$ cat src/rsq_defs.svh
`ifndef RSQ_DEFS_SVH
`define RSQ_DEFS_SVH
// word indices, byte address is four times the index
`define RSQ_IDX_RX_CFG 6'h37
`define RSQ_IDX_TIMER_RES 6'h38
`define RSQ_IDX_T1_COEF 6'h39
`define RSQ_IDX_CTRL 6'h3c
`define RSQ_IDX_STATE 6'h3d
`define RSQ_IDX_IRQ_ST 6'h3e
`define RSQ_IDX_IRQ_MASK 6'h3f
`define RSQ_RXEX_MSB 7
`define RSQ_RXEX_LSB 5
`define RSQ_RXTO_MSB 4
`define RSQ_RXTO_LSB 3
`define RSQ_PKT_MSB 2
`define RSQ_PKT_LSB 0
`define RSQ_T1RES_MSB 3
`define RSQ_T1RES_LSB 2
`define RSQ_T2RES_MSB 1
`define RSQ_T2RES_LSB 0
`define RSQ_CTRL_START 7
`define RSQ_CTRL_STOP 6
`define RSQ_CTRL_LP_IDLE 2
`define RSQ_CTRL_IDLE_RX 1
`define RSQ_IRQ_XFER 0
`define RSQ_IRQ_RXTO 1
`define RSQ_IRQ_T1 2
`define RSQ_RXEX_PKT_PAYLOAD 3'h1
`define RSQ_RXEX_LP_PAYLOAD 3'h2
`define RSQ_RXEX_PKT_CRC 3'h3
`define RSQ_RXEX_OFF_RSSI 3'h4
`define RSQ_RXEX_OFF_SYNC 3'h5
`define RSQ_RXEX_OFF_PRE 3'h6
`define RSQ_RXTO_RESTART 2'h0
`define RSQ_RXTO_TX 2'h1
`define RSQ_RXTO_LP 2'h2
`define RSQ_RXTO_OFF 2'h3
`define RSQ_PKT_OFF 3'h0
`define RSQ_PKT_TX_EMPTY 3'h1
`define RSQ_PKT_LP 3'h2
`define RSQ_PKT_RX_FS 3'h3
`define RSQ_PKT_RX 3'h4
`define RSQ_RST_RX_CFG 8'h00
`define RSQ_RST_TIMER_RES 8'h00
`define RSQ_RST_T1_COEF 8'hf5
`define RSQ_RST_CTRL 8'h00
`define RSQ_RST_IRQ 8'h00
`define RSQ_CLK_MHZ 20
`define RSQ_TICK1_US 64
`define RSQ_TICK2_US 4100
`define RSQ_TICK3_US 262000
`define RSQ_CYC(us) ((us) * `RSQ_CLK_MHZ)
`endif

$ cat src/rsq_pkg.sv
package rsq_pkg;
  typedef enum logic [2:0] {
    RSQ_OFF  = 3'h0,
    RSQ_RX   = 3'h1,
    RSQ_PKT  = 3'h3,
    RSQ_FS   = 3'h2,
    RSQ_TX   = 3'h6,
    RSQ_IDLE = 3'h7
  } rsq_state_e;

  typedef struct packed {
    logic payload_complete_irq;
    logic checksum_pass_irq;
    logic strength_irq;
    logic sync_match_irq;
    logic preamble_found_irq;
    logic strength_wait_expired;
    logic preamble_wait_expired;
    logic sync_wait_expired;
    logic queue_drained_irq;
    logic packet_sent_irq;
    logic synth_locked;
  } rsq_rx_irq_s;
endpackage : rsq_pkg

$ cat src/rsq_timer.sv
`timescale 1ns/1ps
`include "rsq_defs.svh"
module rsq_timer #(
  parameter logic [22:0] TICK2_CYC = 23'(`RSQ_CYC(`RSQ_TICK2_US)),
  parameter logic [22:0] TICK3_CYC = 23'(`RSQ_CYC(`RSQ_TICK3_US))
) (
  input wire logic clk,
  input wire logic rst_n,
  input wire logic run,
  input wire logic [1:0] tick_sel,
  input wire logic [7:0] coef,
  output logic expire
);
  localparam logic [22:0] TICK1_CYC = 23'(`RSQ_CYC(`RSQ_TICK1_US));

  function automatic logic [22:0] tick_len(input logic [1:0] sel);
    case (sel)
      2'h1: tick_len = TICK1_CYC;
      2'h2: tick_len = TICK2_CYC;
      default: tick_len = TICK3_CYC;
    endcase
  endfunction : tick_len

  logic [22:0] div_r;
  logic [7:0] cnt_r;
  logic expire_r;
  wire active = run && (tick_sel != 2'h0);
  wire tick = active && (div_r == tick_len(tick_sel) - 23'h1);
  // coefficient zero behaves as one tick rather than never firing
  wire last_tick = tick && (cnt_r + 8'h1 >= coef);

  always_ff @(posedge clk) begin
    if (!rst_n || !active) begin
      div_r <= 23'h0;
      cnt_r <= 8'h0;
      expire_r <= 1'b0;
    end else begin
      div_r <= tick ? 23'h0 : div_r + 23'h1;
      cnt_r <= last_tick ? 8'h0 : (tick ? cnt_r + 8'h1 : cnt_r);
      expire_r <= last_tick;
    end
  end
  assign expire = expire_r;
endmodule : rsq_timer

$ cat src/rsq_seq_rx.sv
// Functional notes
// (RULE1) receive exit 001 to packet state, 010 to low power, on payload ready
// (RULE2) receive exit 011 goes to packet state only on checksum pass
// (RULE3) receive exit 100/101/110 halt on strength, sync match, preamble found
// (RULE4) software never programs receive exit 000 or 111; they do nothing
// (RULE5) timeout field: 00 relaunch receive, 01 transmit, 10 low power, 11 halt
// (RULE6) with exit 011 a payload ready without checksum takes the timeout path
// (RULE7) any of three wait expiries counts as the receive timeout
// (RULE8) packet exit 000 halt, 001 transmit on queue drained, 010 low power
// (RULE9) packet exit 011 back to receive via synthesizer if retuned, 100 direct
// (RULE10) timer one tick select: off, 64 us, 4.1 ms, 262 ms
// (RULE11) low power choice halts, or enters idle, per control bit
// (RULE12) timer one period is tick times coefficient, reset 0xf5, wakes idle
// (RULE13) all transition fields reset to zero; 110 means preamble found
// (RULE14) events count only in their own state, one transition each
//
// Chosen here: the Wishbone register port.
`timescale 1ns/1ps
`include "rsq_defs.svh"
module rsq_seq_rx #(
  parameter logic [22:0] TICK2_CYC = 23'(`RSQ_CYC(`RSQ_TICK2_US)),
  parameter logic [22:0] TICK3_CYC = 23'(`RSQ_CYC(`RSQ_TICK3_US))
) (
  input wire logic clk,
  input wire logic rst_n,
  input wire logic wb_cyc_i,
  input wire logic wb_stb_i,
  input wire logic wb_we_i,
  input wire logic [7:0] wb_adr_i,
  input wire logic [3:0] wb_sel_i,
  input wire logic [31:0] wb_dat_i,
  output logic [31:0] wb_dat_o,
  output logic wb_ack_o,
  input rsq_pkg::rsq_rx_irq_s rx_irq,
  input wire logic freq_changed,
  output rsq_pkg::rsq_state_e seq_state,
  output logic reception_relaunch,
  output logic first_timer_expiry,
  output logic irq
);
  import rsq_pkg::*;

  logic [7:0] rx_cfg_r;
  logic [7:0] timer_res_r;
  logic [7:0] t1_coef_r;
  logic [7:0] ctrl_r;
  logic [2:0] irq_st_r;
  logic [2:0] irq_mask_r;
  logic [31:0] dat_r;
  logic ack_r;
  logic relaunch_r;
  rsq_state_e state_r;
  rsq_state_e state_nxt;
  logic relaunch_nxt;

  // bus decode
  wire [5:0] idx = wb_adr_i[7:2];
  wire req = wb_cyc_i && wb_stb_i;
  wire wr_en = req && wb_we_i && ack_r && wb_sel_i[0];
  wire rd_done = req && !wb_we_i && ack_r;
  wire [7:0] wdat = wb_dat_i[7:0];
  wire wr_rx_cfg = wr_en && (idx == `RSQ_IDX_RX_CFG);
  wire wr_timer_res = wr_en && (idx == `RSQ_IDX_TIMER_RES);
  wire wr_t1_coef = wr_en && (idx == `RSQ_IDX_T1_COEF);
  wire wr_ctrl = wr_en && (idx == `RSQ_IDX_CTRL);
  wire wr_mask = wr_en && (idx == `RSQ_IDX_IRQ_MASK);
  wire rd_irq_st = rd_done && (idx == `RSQ_IDX_IRQ_ST);
  wire start_req = wr_ctrl && wdat[`RSQ_CTRL_START];
  wire stop_req = wr_ctrl && wdat[`RSQ_CTRL_STOP];

  // register fields
  wire [2:0] rx_exit = rx_cfg_r[`RSQ_RXEX_MSB:`RSQ_RXEX_LSB];
  wire [1:0] rxto_exit = rx_cfg_r[`RSQ_RXTO_MSB:`RSQ_RXTO_LSB];
  wire [2:0] pkt_exit = rx_cfg_r[`RSQ_PKT_MSB:`RSQ_PKT_LSB];
  wire [1:0] t1_sel = timer_res_r[`RSQ_T1RES_MSB:`RSQ_T1RES_LSB];
  wire lp_idle = ctrl_r[`RSQ_CTRL_LP_IDLE];
  wire idle_to_rx = ctrl_r[`RSQ_CTRL_IDLE_RX];

  // event decode
  wire rx_timeout = rx_irq.strength_wait_expired || rx_irq.preamble_wait_expired ||
                    rx_irq.sync_wait_expired; // RULE7
  wire payload = rx_irq.payload_complete_irq;
  wire crc_ok = rx_irq.checksum_pass_irq;
  wire exit_to_pkt = ((rx_exit == `RSQ_RXEX_PKT_PAYLOAD) && payload) ||
                     ((rx_exit == `RSQ_RXEX_PKT_CRC) && crc_ok); // RULE1 RULE2
  wire exit_to_lp = (rx_exit == `RSQ_RXEX_LP_PAYLOAD) && payload; // RULE1
  // 110 is preamble found; codes 000 and 111 fall through with no event
  wire exit_to_off = ((rx_exit == `RSQ_RXEX_OFF_RSSI) && rx_irq.strength_irq) ||
                     ((rx_exit == `RSQ_RXEX_OFF_SYNC) && rx_irq.sync_match_irq) ||
                     ((rx_exit == `RSQ_RXEX_OFF_PRE) && rx_irq.preamble_found_irq); // RULE3 RULE13 RULE4
  // checksum pass wins when it comes with payload ready
  wire crc_fail = (rx_exit == `RSQ_RXEX_PKT_CRC) && payload && !crc_ok; // RULE6
  wire rx_exit_evt = exit_to_pkt || exit_to_lp || exit_to_off;
  wire rxto_evt = !rx_exit_evt && (rx_timeout || crc_fail); // RULE6
  wire t1_expire;

  function automatic rsq_state_e lp_dest(input logic to_idle);
    lp_dest = to_idle ? RSQ_IDLE : RSQ_OFF; // RULE11
  endfunction : lp_dest

  function automatic rsq_state_e rxto_dest(input logic [1:0] code, input logic to_idle);
    case (code)
      `RSQ_RXTO_RESTART: rxto_dest = RSQ_RX;
      `RSQ_RXTO_TX: rxto_dest = RSQ_TX;
      `RSQ_RXTO_LP: rxto_dest = lp_dest(to_idle);
      default: rxto_dest = RSQ_OFF;
    endcase
  endfunction : rxto_dest

  // each state watches only its own events; stop overrides everything
  always_comb begin
    state_nxt = state_r;
    relaunch_nxt = 1'b0;
    case (state_r) // RULE14
      RSQ_OFF: begin
        if (start_req) begin
          state_nxt = RSQ_RX;
        end
      end
      RSQ_RX: begin
        if (exit_to_pkt) begin
          state_nxt = RSQ_PKT;
        end else if (exit_to_lp) begin
          state_nxt = lp_dest(lp_idle);
        end else if (exit_to_off) begin
          state_nxt = RSQ_OFF;
        end else if (rxto_evt) begin
          state_nxt = rxto_dest(rxto_exit, lp_idle); // RULE5
          relaunch_nxt = (rxto_exit == `RSQ_RXTO_RESTART); // RULE5
        end
      end
      RSQ_PKT: begin
        case (pkt_exit) // RULE8 RULE9
          `RSQ_PKT_OFF: state_nxt = RSQ_OFF;
          `RSQ_PKT_TX_EMPTY: state_nxt = rx_irq.queue_drained_irq ? RSQ_TX : RSQ_PKT;
          `RSQ_PKT_LP: state_nxt = lp_dest(lp_idle);
          `RSQ_PKT_RX_FS: state_nxt = freq_changed ? RSQ_FS : RSQ_RX;
          `RSQ_PKT_RX: state_nxt = RSQ_RX;
          default: state_nxt = RSQ_PKT;
        endcase
      end
      RSQ_FS: begin
        if (rx_irq.synth_locked) begin
          state_nxt = RSQ_RX;
        end
      end
      RSQ_TX: begin
        if (rx_irq.packet_sent_irq) begin
          state_nxt = lp_dest(lp_idle);
        end
      end
      RSQ_IDLE: begin
        if (t1_expire) begin
          state_nxt = idle_to_rx ? RSQ_RX : RSQ_TX; // RULE12
        end
      end
      default: state_nxt = RSQ_OFF;
    endcase
    if (stop_req) begin
      state_nxt = RSQ_OFF;
      relaunch_nxt = 1'b0;
    end
  end

  always_ff @(posedge clk) begin
    if (!rst_n) begin
      state_r <= RSQ_OFF;
      relaunch_r <= 1'b0;
    end else begin
      state_r <= state_nxt;
      relaunch_r <= relaunch_nxt;
    end
  end

  // timer one only runs while idling, so a stale count never wakes another state
  rsq_timer #(
    .TICK2_CYC(TICK2_CYC),
    .TICK3_CYC(TICK3_CYC)
  ) u_timer1 (
    .clk(clk),
    .rst_n(rst_n),
    .run(state_r == RSQ_IDLE),
    .tick_sel(t1_sel), // RULE10
    .coef(t1_coef_r), // RULE12
    .expire(t1_expire)
  );

  // configuration registers
  always_ff @(posedge clk) begin
    if (!rst_n) begin
      rx_cfg_r <= `RSQ_RST_RX_CFG; // RULE13
      timer_res_r <= `RSQ_RST_TIMER_RES;
      t1_coef_r <= `RSQ_RST_T1_COEF; // RULE12
      ctrl_r <= `RSQ_RST_CTRL;
      irq_mask_r <= 3'(`RSQ_RST_IRQ);
    end else begin
      if (wr_rx_cfg) rx_cfg_r <= wdat;
      if (wr_timer_res) timer_res_r <= {4'h0, wdat[3:0]};
      if (wr_t1_coef) t1_coef_r <= wdat;
      // start and stop are strobes and never stored
      if (wr_ctrl) ctrl_r <= {2'h0, wdat[5:0]};
      if (wr_mask) irq_mask_r <= wdat[2:0];
    end
  end

  // sticky events; a new event beats the clearing read
  // the read clears only the bits it returned, so an event after the capture is kept
  wire xfer_evt = (state_nxt != state_r) || relaunch_nxt;
  wire [2:0] irq_evt = {t1_expire, rxto_evt && (state_r == RSQ_RX), xfer_evt};

  always_ff @(posedge clk) begin
    if (!rst_n) begin
      irq_st_r <= 3'(`RSQ_RST_IRQ);
    end else begin
      irq_st_r <= (rd_irq_st ? (irq_st_r & ~dat_r[2:0]) : irq_st_r) | irq_evt;
    end
  end

  // read mux
  logic [7:0] rd_mux;
  always_comb begin
    case (idx)
      `RSQ_IDX_RX_CFG: rd_mux = rx_cfg_r;
      `RSQ_IDX_TIMER_RES: rd_mux = timer_res_r;
      `RSQ_IDX_T1_COEF: rd_mux = t1_coef_r;
      `RSQ_IDX_CTRL: rd_mux = ctrl_r;
      `RSQ_IDX_STATE: rd_mux = {5'h0, state_r};
      `RSQ_IDX_IRQ_ST: rd_mux = {5'h0, irq_st_r};
      `RSQ_IDX_IRQ_MASK: rd_mux = {5'h0, irq_mask_r};
      default: rd_mux = 8'h00;
    endcase
  end

  // one-cycle ack, dropped the cycle after it was given
  always_ff @(posedge clk) begin
    if (!rst_n) begin
      ack_r <= 1'b0;
      dat_r <= 32'h0;
    end else begin
      ack_r <= req && !ack_r;
      if (req && !ack_r) dat_r <= {24'h0, rd_mux};
    end
  end

  assign wb_ack_o = ack_r;
  assign wb_dat_o = dat_r;
  assign seq_state = state_r;
  assign reception_relaunch = relaunch_r;
  assign first_timer_expiry = t1_expire;
  assign irq = |(irq_st_r & irq_mask_r);

  wire in_rx = (state_r == RSQ_RX) && !stop_req;
  wire in_pkt = (state_r == RSQ_PKT) && !stop_req;
endmodule : rsq_seq_rx

$ cat config.mk
export PLATFORM = sky130hd
export DESIGN_NAME = rsq_seq_rx
export DESIGN_NICKNAME = d
export VERILOG_FILES = /design/src/rsq_pkg.sv /design/src/rsq_timer.sv /design/src/rsq_seq_rx.sv
export VERILOG_INCLUDE_DIRS = /design/src
export SDC_FILE = /design/constraint.sdc
export NUM_CORES = 1
export LEC_CHECK = 0
export ABC_AREA = 1
export BUFFER_PORTS_ARGS = -buffer_cell sky130_fd_sc_hd__buf_2
export CAP_MARGIN = 20
export CORE_ASPECT_RATIO = 1.25
export CORE_MARGIN = 8
export CORE_UTILIZATION = 50
export CTS_CLUSTER_SIZE = 12
export DETAILED_ROUTE_END_ITERATION = 7
export GPL_TIMING_DRIVEN = 1
export PLACE_DENSITY_LB_ADDON = 0.12
export SETUP_SLACK_MARGIN = 0.4
export SYNTH_ARGS = -nofsm -noshare
export SYNTH_HDL_FRONTEND = slang
export SYNTH_SLANG_ARGS = --single-unit
$ cat constraint.sdc
create_clock -name clk -period 3.4 [get_ports clk]
set_clock_uncertainty 0.05 [all_clocks]
set_input_delay 0.17 -clock clk [delete_from_list [all_inputs] [get_ports clk]]
set_output_delay 0.17 -clock clk [all_outputs]
set_load 0.02 [all_outputs]
* Word level (Yosys, flattened, before mapping)
Cells that the tools add are included.
** Operators by class
- Add/sub/neg operators :: 3
- $lt $le $gt $ge :: 1
- Eq/ne operators :: 28
- Muxes and demuxes :: 25
- Bitwise gates (word level) :: 4
- Reduce and logical (&&, ||, !) cells :: 51
** Operators with widths (number)
- 8-bit one-hot mux with 7 select lines :: 1
- 23-bit one-hot mux with 2 select lines :: 1
- 6-bit equality test (second input constant) :: 7
- 3-bit 2-to-1 mux :: 13
- 1-bit logical AND :: 28
- 23-bit by 1-bit adder with 23-bit output (second input constant) :: 1
- 23-bit equality test :: 1
- 23-bit by 1-bit subtractor with 23-bit output (second input constant) :: 1
- 3-bit by 2-bit equality test with 1-bit output (second input constant) :: 6
- 3-bit equality test (second input constant) :: 6
- 3-bit one-hot mux with 6 select lines :: 1
- 3-bit one-hot mux with 5 select lines :: 1
- 1-bit logical OR :: 10
- 3-bit by 1-bit equality test with 1-bit output (second input constant) :: 3
- 3-bit one-hot mux with 3 select lines :: 1
- 8-bit by 1-bit adder with 8-bit output (second input constant) :: 1
- 8-bit greater-or-equal comparator :: 1
- 3-bit bitwise AND :: 2
- 1-bit zero test :: 6
- 3-bit zero test :: 2
- 1-bit 2-to-1 mux :: 6
- 2-bit by 1-bit equality test with 1-bit output (second input constant) :: 2
- 2-bit equality test (second input constant) :: 2
- 2-bit OR reduction :: 2
- other kinds (7) :: 7
** Storage, ports and cells
- Register bits after elaboration :: 77
- Input bits :: 61
- Logic and storage cells :: 125

* Logic depth before layout (Yosys ltp)
- Depth after elaboration :: 16
- Mapped depth :: 16
- Depth with buffers taken out :: 16

* Modules after synthesis
Synthesis repeated with hierarchy kept, for this count alone.
** Unflattened totals
- Cell total of the unflattened synthesis :: 730
- Area total of the unflattened synthesis :: 4770.8 sq um
** By module, submodules not included
- rsq_seq_rx :: instances 1, cells an instance 391, area an instance 2592.5 sq um
- rsq_timer :: instances 1, cells an instance 339, area an instance 2178.3 sq um

* Worst setup path before layout
Ideal clock, no wire load.
- Path kind :: reg-to-reg
- From :: register u_timer1.cnt_r[0]
- To :: register u_timer1.cnt_r[0]
- Data arrival time :: 1961 ps
- Data required time :: 3224 ps
- Slack :: 1263 ps
- Stages on the path, launching flop included :: 13
- Path buffers :: 0
- Clock period less this slack :: 2137 ps
- Path through :: dfxtp_1 > ha_1 > nand3_1 > nor3_1 > xor2_1 > ha_1 > nand2_1 > nor2_1 > nand4_1 > o2111ai_1 > nand3_1 > nand2_1 > nor2_1
** On the way
- Longest elaborated chain between the ends :: 4
** Ends and longest elaborated chain
- start, declared :: RTL line rsq_timer.sv:25 : logic [7:0] cnt_r;
- start signal, assigned :: RTL line rsq_timer.sv:39 : cnt_r <= last_tick ? 8'h0 : (tick ? cnt_r + 8'h1 : cnt_r);
- 8-bit by 1-bit adder with 8-bit output (*) :: RTL line rsq_timer.sv:30, rsq_timer.sv:39
- 8-bit greater-or-equal comparator :: RTL line rsq_timer.sv:30 : wire last_tick = tick && (cnt_r + 8'h1 >= coef);
- 1-bit logical AND :: RTL line rsq_timer.sv:30
- 2-bit OR reduction (no line)
Every way passes the cells marked *; elsewhere a longest branch is shown, timed or not.
A chain may end at the register's enable or synchronous reset.

* Worst setup path in the final report
- From :: register timer_res_r[2]
- To :: register u_timer1.div_r[19]
** On the way
- Longest elaborated chain between the ends :: 6
- Elaborated cells between the ends (all ways) :: 11
- Classes of those cells :: add/sub (1); eq/ne (3); mux (1); reduce/logical (6)
** Ends and longest elaborated chain
- start, declared :: RTL line rsq_seq_rx.sv:44 : logic [7:0] timer_res_r;
- start signal, assigned :: RTL line rsq_seq_rx.sv:192 : timer_res_r <= `RSQ_RST_TIMER_RES;
- start signal, assigned :: RTL line rsq_seq_rx.sv:198 : if (wr_timer_res) timer_res_r <= {4'h0, wdat[3:0]};
- 2-bit equality test or 2-bit by 1-bit equality test with 1-bit output (tied branches) :: RTL line rsq_timer.sv:17 : case (sel)
- 23-bit one-hot mux with 2 select lines :: RTL line rsq_timer.sv:17
- 23-bit by 1-bit subtractor with 23-bit output :: RTL line rsq_timer.sv:28 : wire tick = active && (div_r == tick_len(tick_sel) - 23'h1);
- 23-bit equality test :: RTL line rsq_timer.sv:28
- 1-bit logical AND :: RTL line rsq_timer.sv:28
- 2-bit OR reduction (no line) (*)
- end signal, assigned :: RTL line rsq_timer.sv:38 : div_r <= tick ? 23'h0 : div_r + 23'h1;
- end, declared :: RTL line rsq_timer.sv:24 : logic [22:0] div_r;
Marked as above.

==> out/results.ini <==
[die]
rows = 38
fp.dieH_um = 122
coreArea_mm2 = 0.00870
dieArea_mm2 = 0.0123
initial_core_util = 0.516
boundaryPins = 100
dieWidth_um = 101

[detailed_routing]
drt_iter0_markers = 177
ant_nets = 0
routedWlPerCell_um = 13.4
viasPerCell = 5.13
vias = 4243
wirelength_mm = 11.1
drt-pass1-iter-count = 5
drt_drc_violations_left = 0

[setup_path]
cp_top_family = simple AND/OR/NAND/NOR gates
cp_common_cell = nand2_2
worstSetupStartpoint = timer_res_r[2]
slowest_delay_ps = 450
reg2reg_depth = 10
crit_end = u_timer1.div_r[19]
crit_type = register to register
critPathCaptureType = register
r2r-start = timer_res_r[2]
cp_max_fo = 17
cp.depth = 10
critPathSlowestCell = ha_1
critical_path_arrival_ps = 2690
rrSetupSlack_ps = 910
rr_endpoint = u_timer1.div_r[19]
required_ps = 3600
cp-start-kind = register
crit_buf_inv = 2
path_cells = inv_1 > ha_1 > inv_2 > nand2_1 > nand4_1 > nor3_4 > nand2_2 > nand2_2 > nor3_1 > o21a_1

[synth]
synth.distinct_cells = 45
syn_area_mm2 = 0.00449
synth_seq_cells = 77
ys_warn_count = 0
seq_area_frac_synth = 0.343
syn_inst = 656
synth.avg_cell_area_um2 = 6.85

[sta]
hold-worst-slack_ps = 33.1
slew_violations = 0
tightest_slew_ps = 590
period_needed_ps = 2490
rsz0062_at_grt = no
maxSlewHeadroom = 0.605
tns_ps = 0
setup_violations = 0
fin_crit_sh = 0.733
hold_violations = 0
fin_ws_ps = 906
max_freq_mhz = 401

[clocking]
clock_latency_ps = 360
cts_buffers = 9
cts.clk_slew.worst_paths_ps = 80
cts_root_buffer = clkbuf_8
clock_path_buffers = 2
cts_setup_buffers = 0
cts_tree = built
clkSinkCount = 77
htree_levels = 3

[outcome]
status = finished clean

[finish]
antenna_cells = 0
fin_nets = 781
drive_gt1_frac = 0.134
multi_input_area_mm2 = 0.00247
seqCellArea_mm2 = 0.00154
fillers = 886
final_cell_mix = nand2_1, nor2_1, dfxtp_1
design_area_mm2 = 0.00490
final_common_cell = nand2_1
syn2layout_area_growth_pct = 9.08

[global_routing]
grt_pass1_wl_mm = 18.6
track_usage = 0.187
grt_pass1_vias = 4087
grt_overflow_total = 0
antenna_found_initial = 0
grt_max_degree = 31

[pwr]
power_w = 0.00158
p_leak_nw = 2.16
vdd_drop_max_mv = 0.168
power_density_mw_per_mm2 = 323

[placement]
hpwl_mm = 8.82
placed_area_mm2 = 0.00474
gp_congestion = 0.859
io_buffers = 46
dpl_worst_slack_ps = 856

[flow_run]
maxCapViolations = 0

[min_path]
hold_path.class = input pin to register

## report_power, final
part           switching (W)  internal, W  total [W]  leakage (nW)
combinational      0.0000639    0.0000224  0.0000863          1.46
clock               0.000324     0.000269   0.000593        0.0836
sequential       0.000000592     0.000902   0.000902         0.620
## stage by stage
| step | std cells | util |
|---|---|---|
| 5_1_grt | 827 | 0.563 |
| 2_1_floorplan | 679 | - |
| 4_1_cts | 827 | 0.563 |
| 6_report | 827 | 0.563 |
| 3_3_place_gp | 813 | 0.545 |
| 3_5_place_dp | 813 | 0.545 |
## final cells by class
class,instances,share of cell area
multi-input cells,481,0.505
flip-flops and latches,77,0.315
inverters,87,0.0666
repair buffers,49,0.0521
well taps,120,0.0306
clock buffers,10,0.0281
clock inverters,3,0.00306
## how the worst min path moves through the flow
stage | cells after the start | slack (ps) | endpoint | from
after detailed placement | 3 | 360 | t1_coef_r[7] | wb_dat_i[7]
after global placement | 3 | 350 | t1_coef_r[7] | wb_dat_i[7]
final | 3 | 30 | t1_coef_r[4] | wb_dat_i[4]
after floorplan | 2 | 250 | t1_coef_r[0] | wb_dat_i[0]
after global routing | 3 | 60 | t1_coef_r[4] | wb_dat_i[4]
after CTS | 3 | 30 | t1_coef_r[6] | wb_dat_i[6]
## logic make-up (layout without fill, tap and decap cells)
family          after synthesis  after routing  synth area share
fa+ha+maj                    15             15            0.0418
simple gates                311            311             0.306
buf+inv                     121            149             0.125
xor+xnor                     13             13            0.0253
other cells                   1             24          0.000835
compound gates              118            118             0.157
flops                        77             77             0.343
## worst reg2reg max path: stages, from the launching register on
cell     delay, ps
dfxtp_1        360
inv_1          110
ha_1           450
inv_2           90
nand2_1        100
nand4_1        150
nor3_4         290
nand2_2        240
nand2_2        360
nor3_1          90
o21a_1         110
## cells in the mapped netlist (all sizes together)
cell type / instances / area [um^2]
a211oi: 4 / 50.1
a21boi: 1 / 7.51
a21oi: 46 / 241
a221oi: 3 / 26.3
a31oi: 2 / 12.5
a41oi: 2 / 17.5
and2: 1 / 6.26
buf: 29 / 218
clkbuf: 5 / 18.8
clkinv: 3 / 11.3
conb: 1 / 3.75
dfxtp: 77 / 1540
ha: 15 / 188
inv: 84 / 315
nand2: 129 / 494
nand3: 37 / 195
nand4: 15 / 93.8
nor2: 100 / 395
nor3: 21 / 128
nor3b: 2 / 20.0
nor4: 5 / 37.5
o2111ai: 1 / 8.76
o211a: 1 / 10.0
o211ai: 7 / 52.6
o21a: 1 / 7.51
o21ai: 43 / 215
o221ai: 2 / 17.5
o22ai: 2 / 12.5
o31ai: 3 / 27.5
or2: 1 / 6.26
xnor2: 1 / 8.76
xor2: 12 / 105
## per-layer routing
layer	track usage	wire, um
met2	0.337	5670
met4	0.101	327
met3	0.0308	551
met1	0.205	4560
met5	0	0
## sequential cells by signal, summed over array words and instances, names as in the netlist
register            cells
rx_cfg_r                8
reception_relaunch      1
t1_coef_r               8
irq_mask_r              3
wb_ack_o                1
u_timer1.div_r         23
wb_dat_o                8
u_timer1.expire         1
timer_res_r             4
irq_st_r                3
seq_state               3
u_timer1.cnt_r          8
ctrl_r                  6
## what timing repair did
action                    4_1_cts  5_1_grt
gates resized for setup         0        0
hold buffers                    1        0
hold endpoints to repair        1        0
Note: power is estimated with default switching activity, not from simulation.
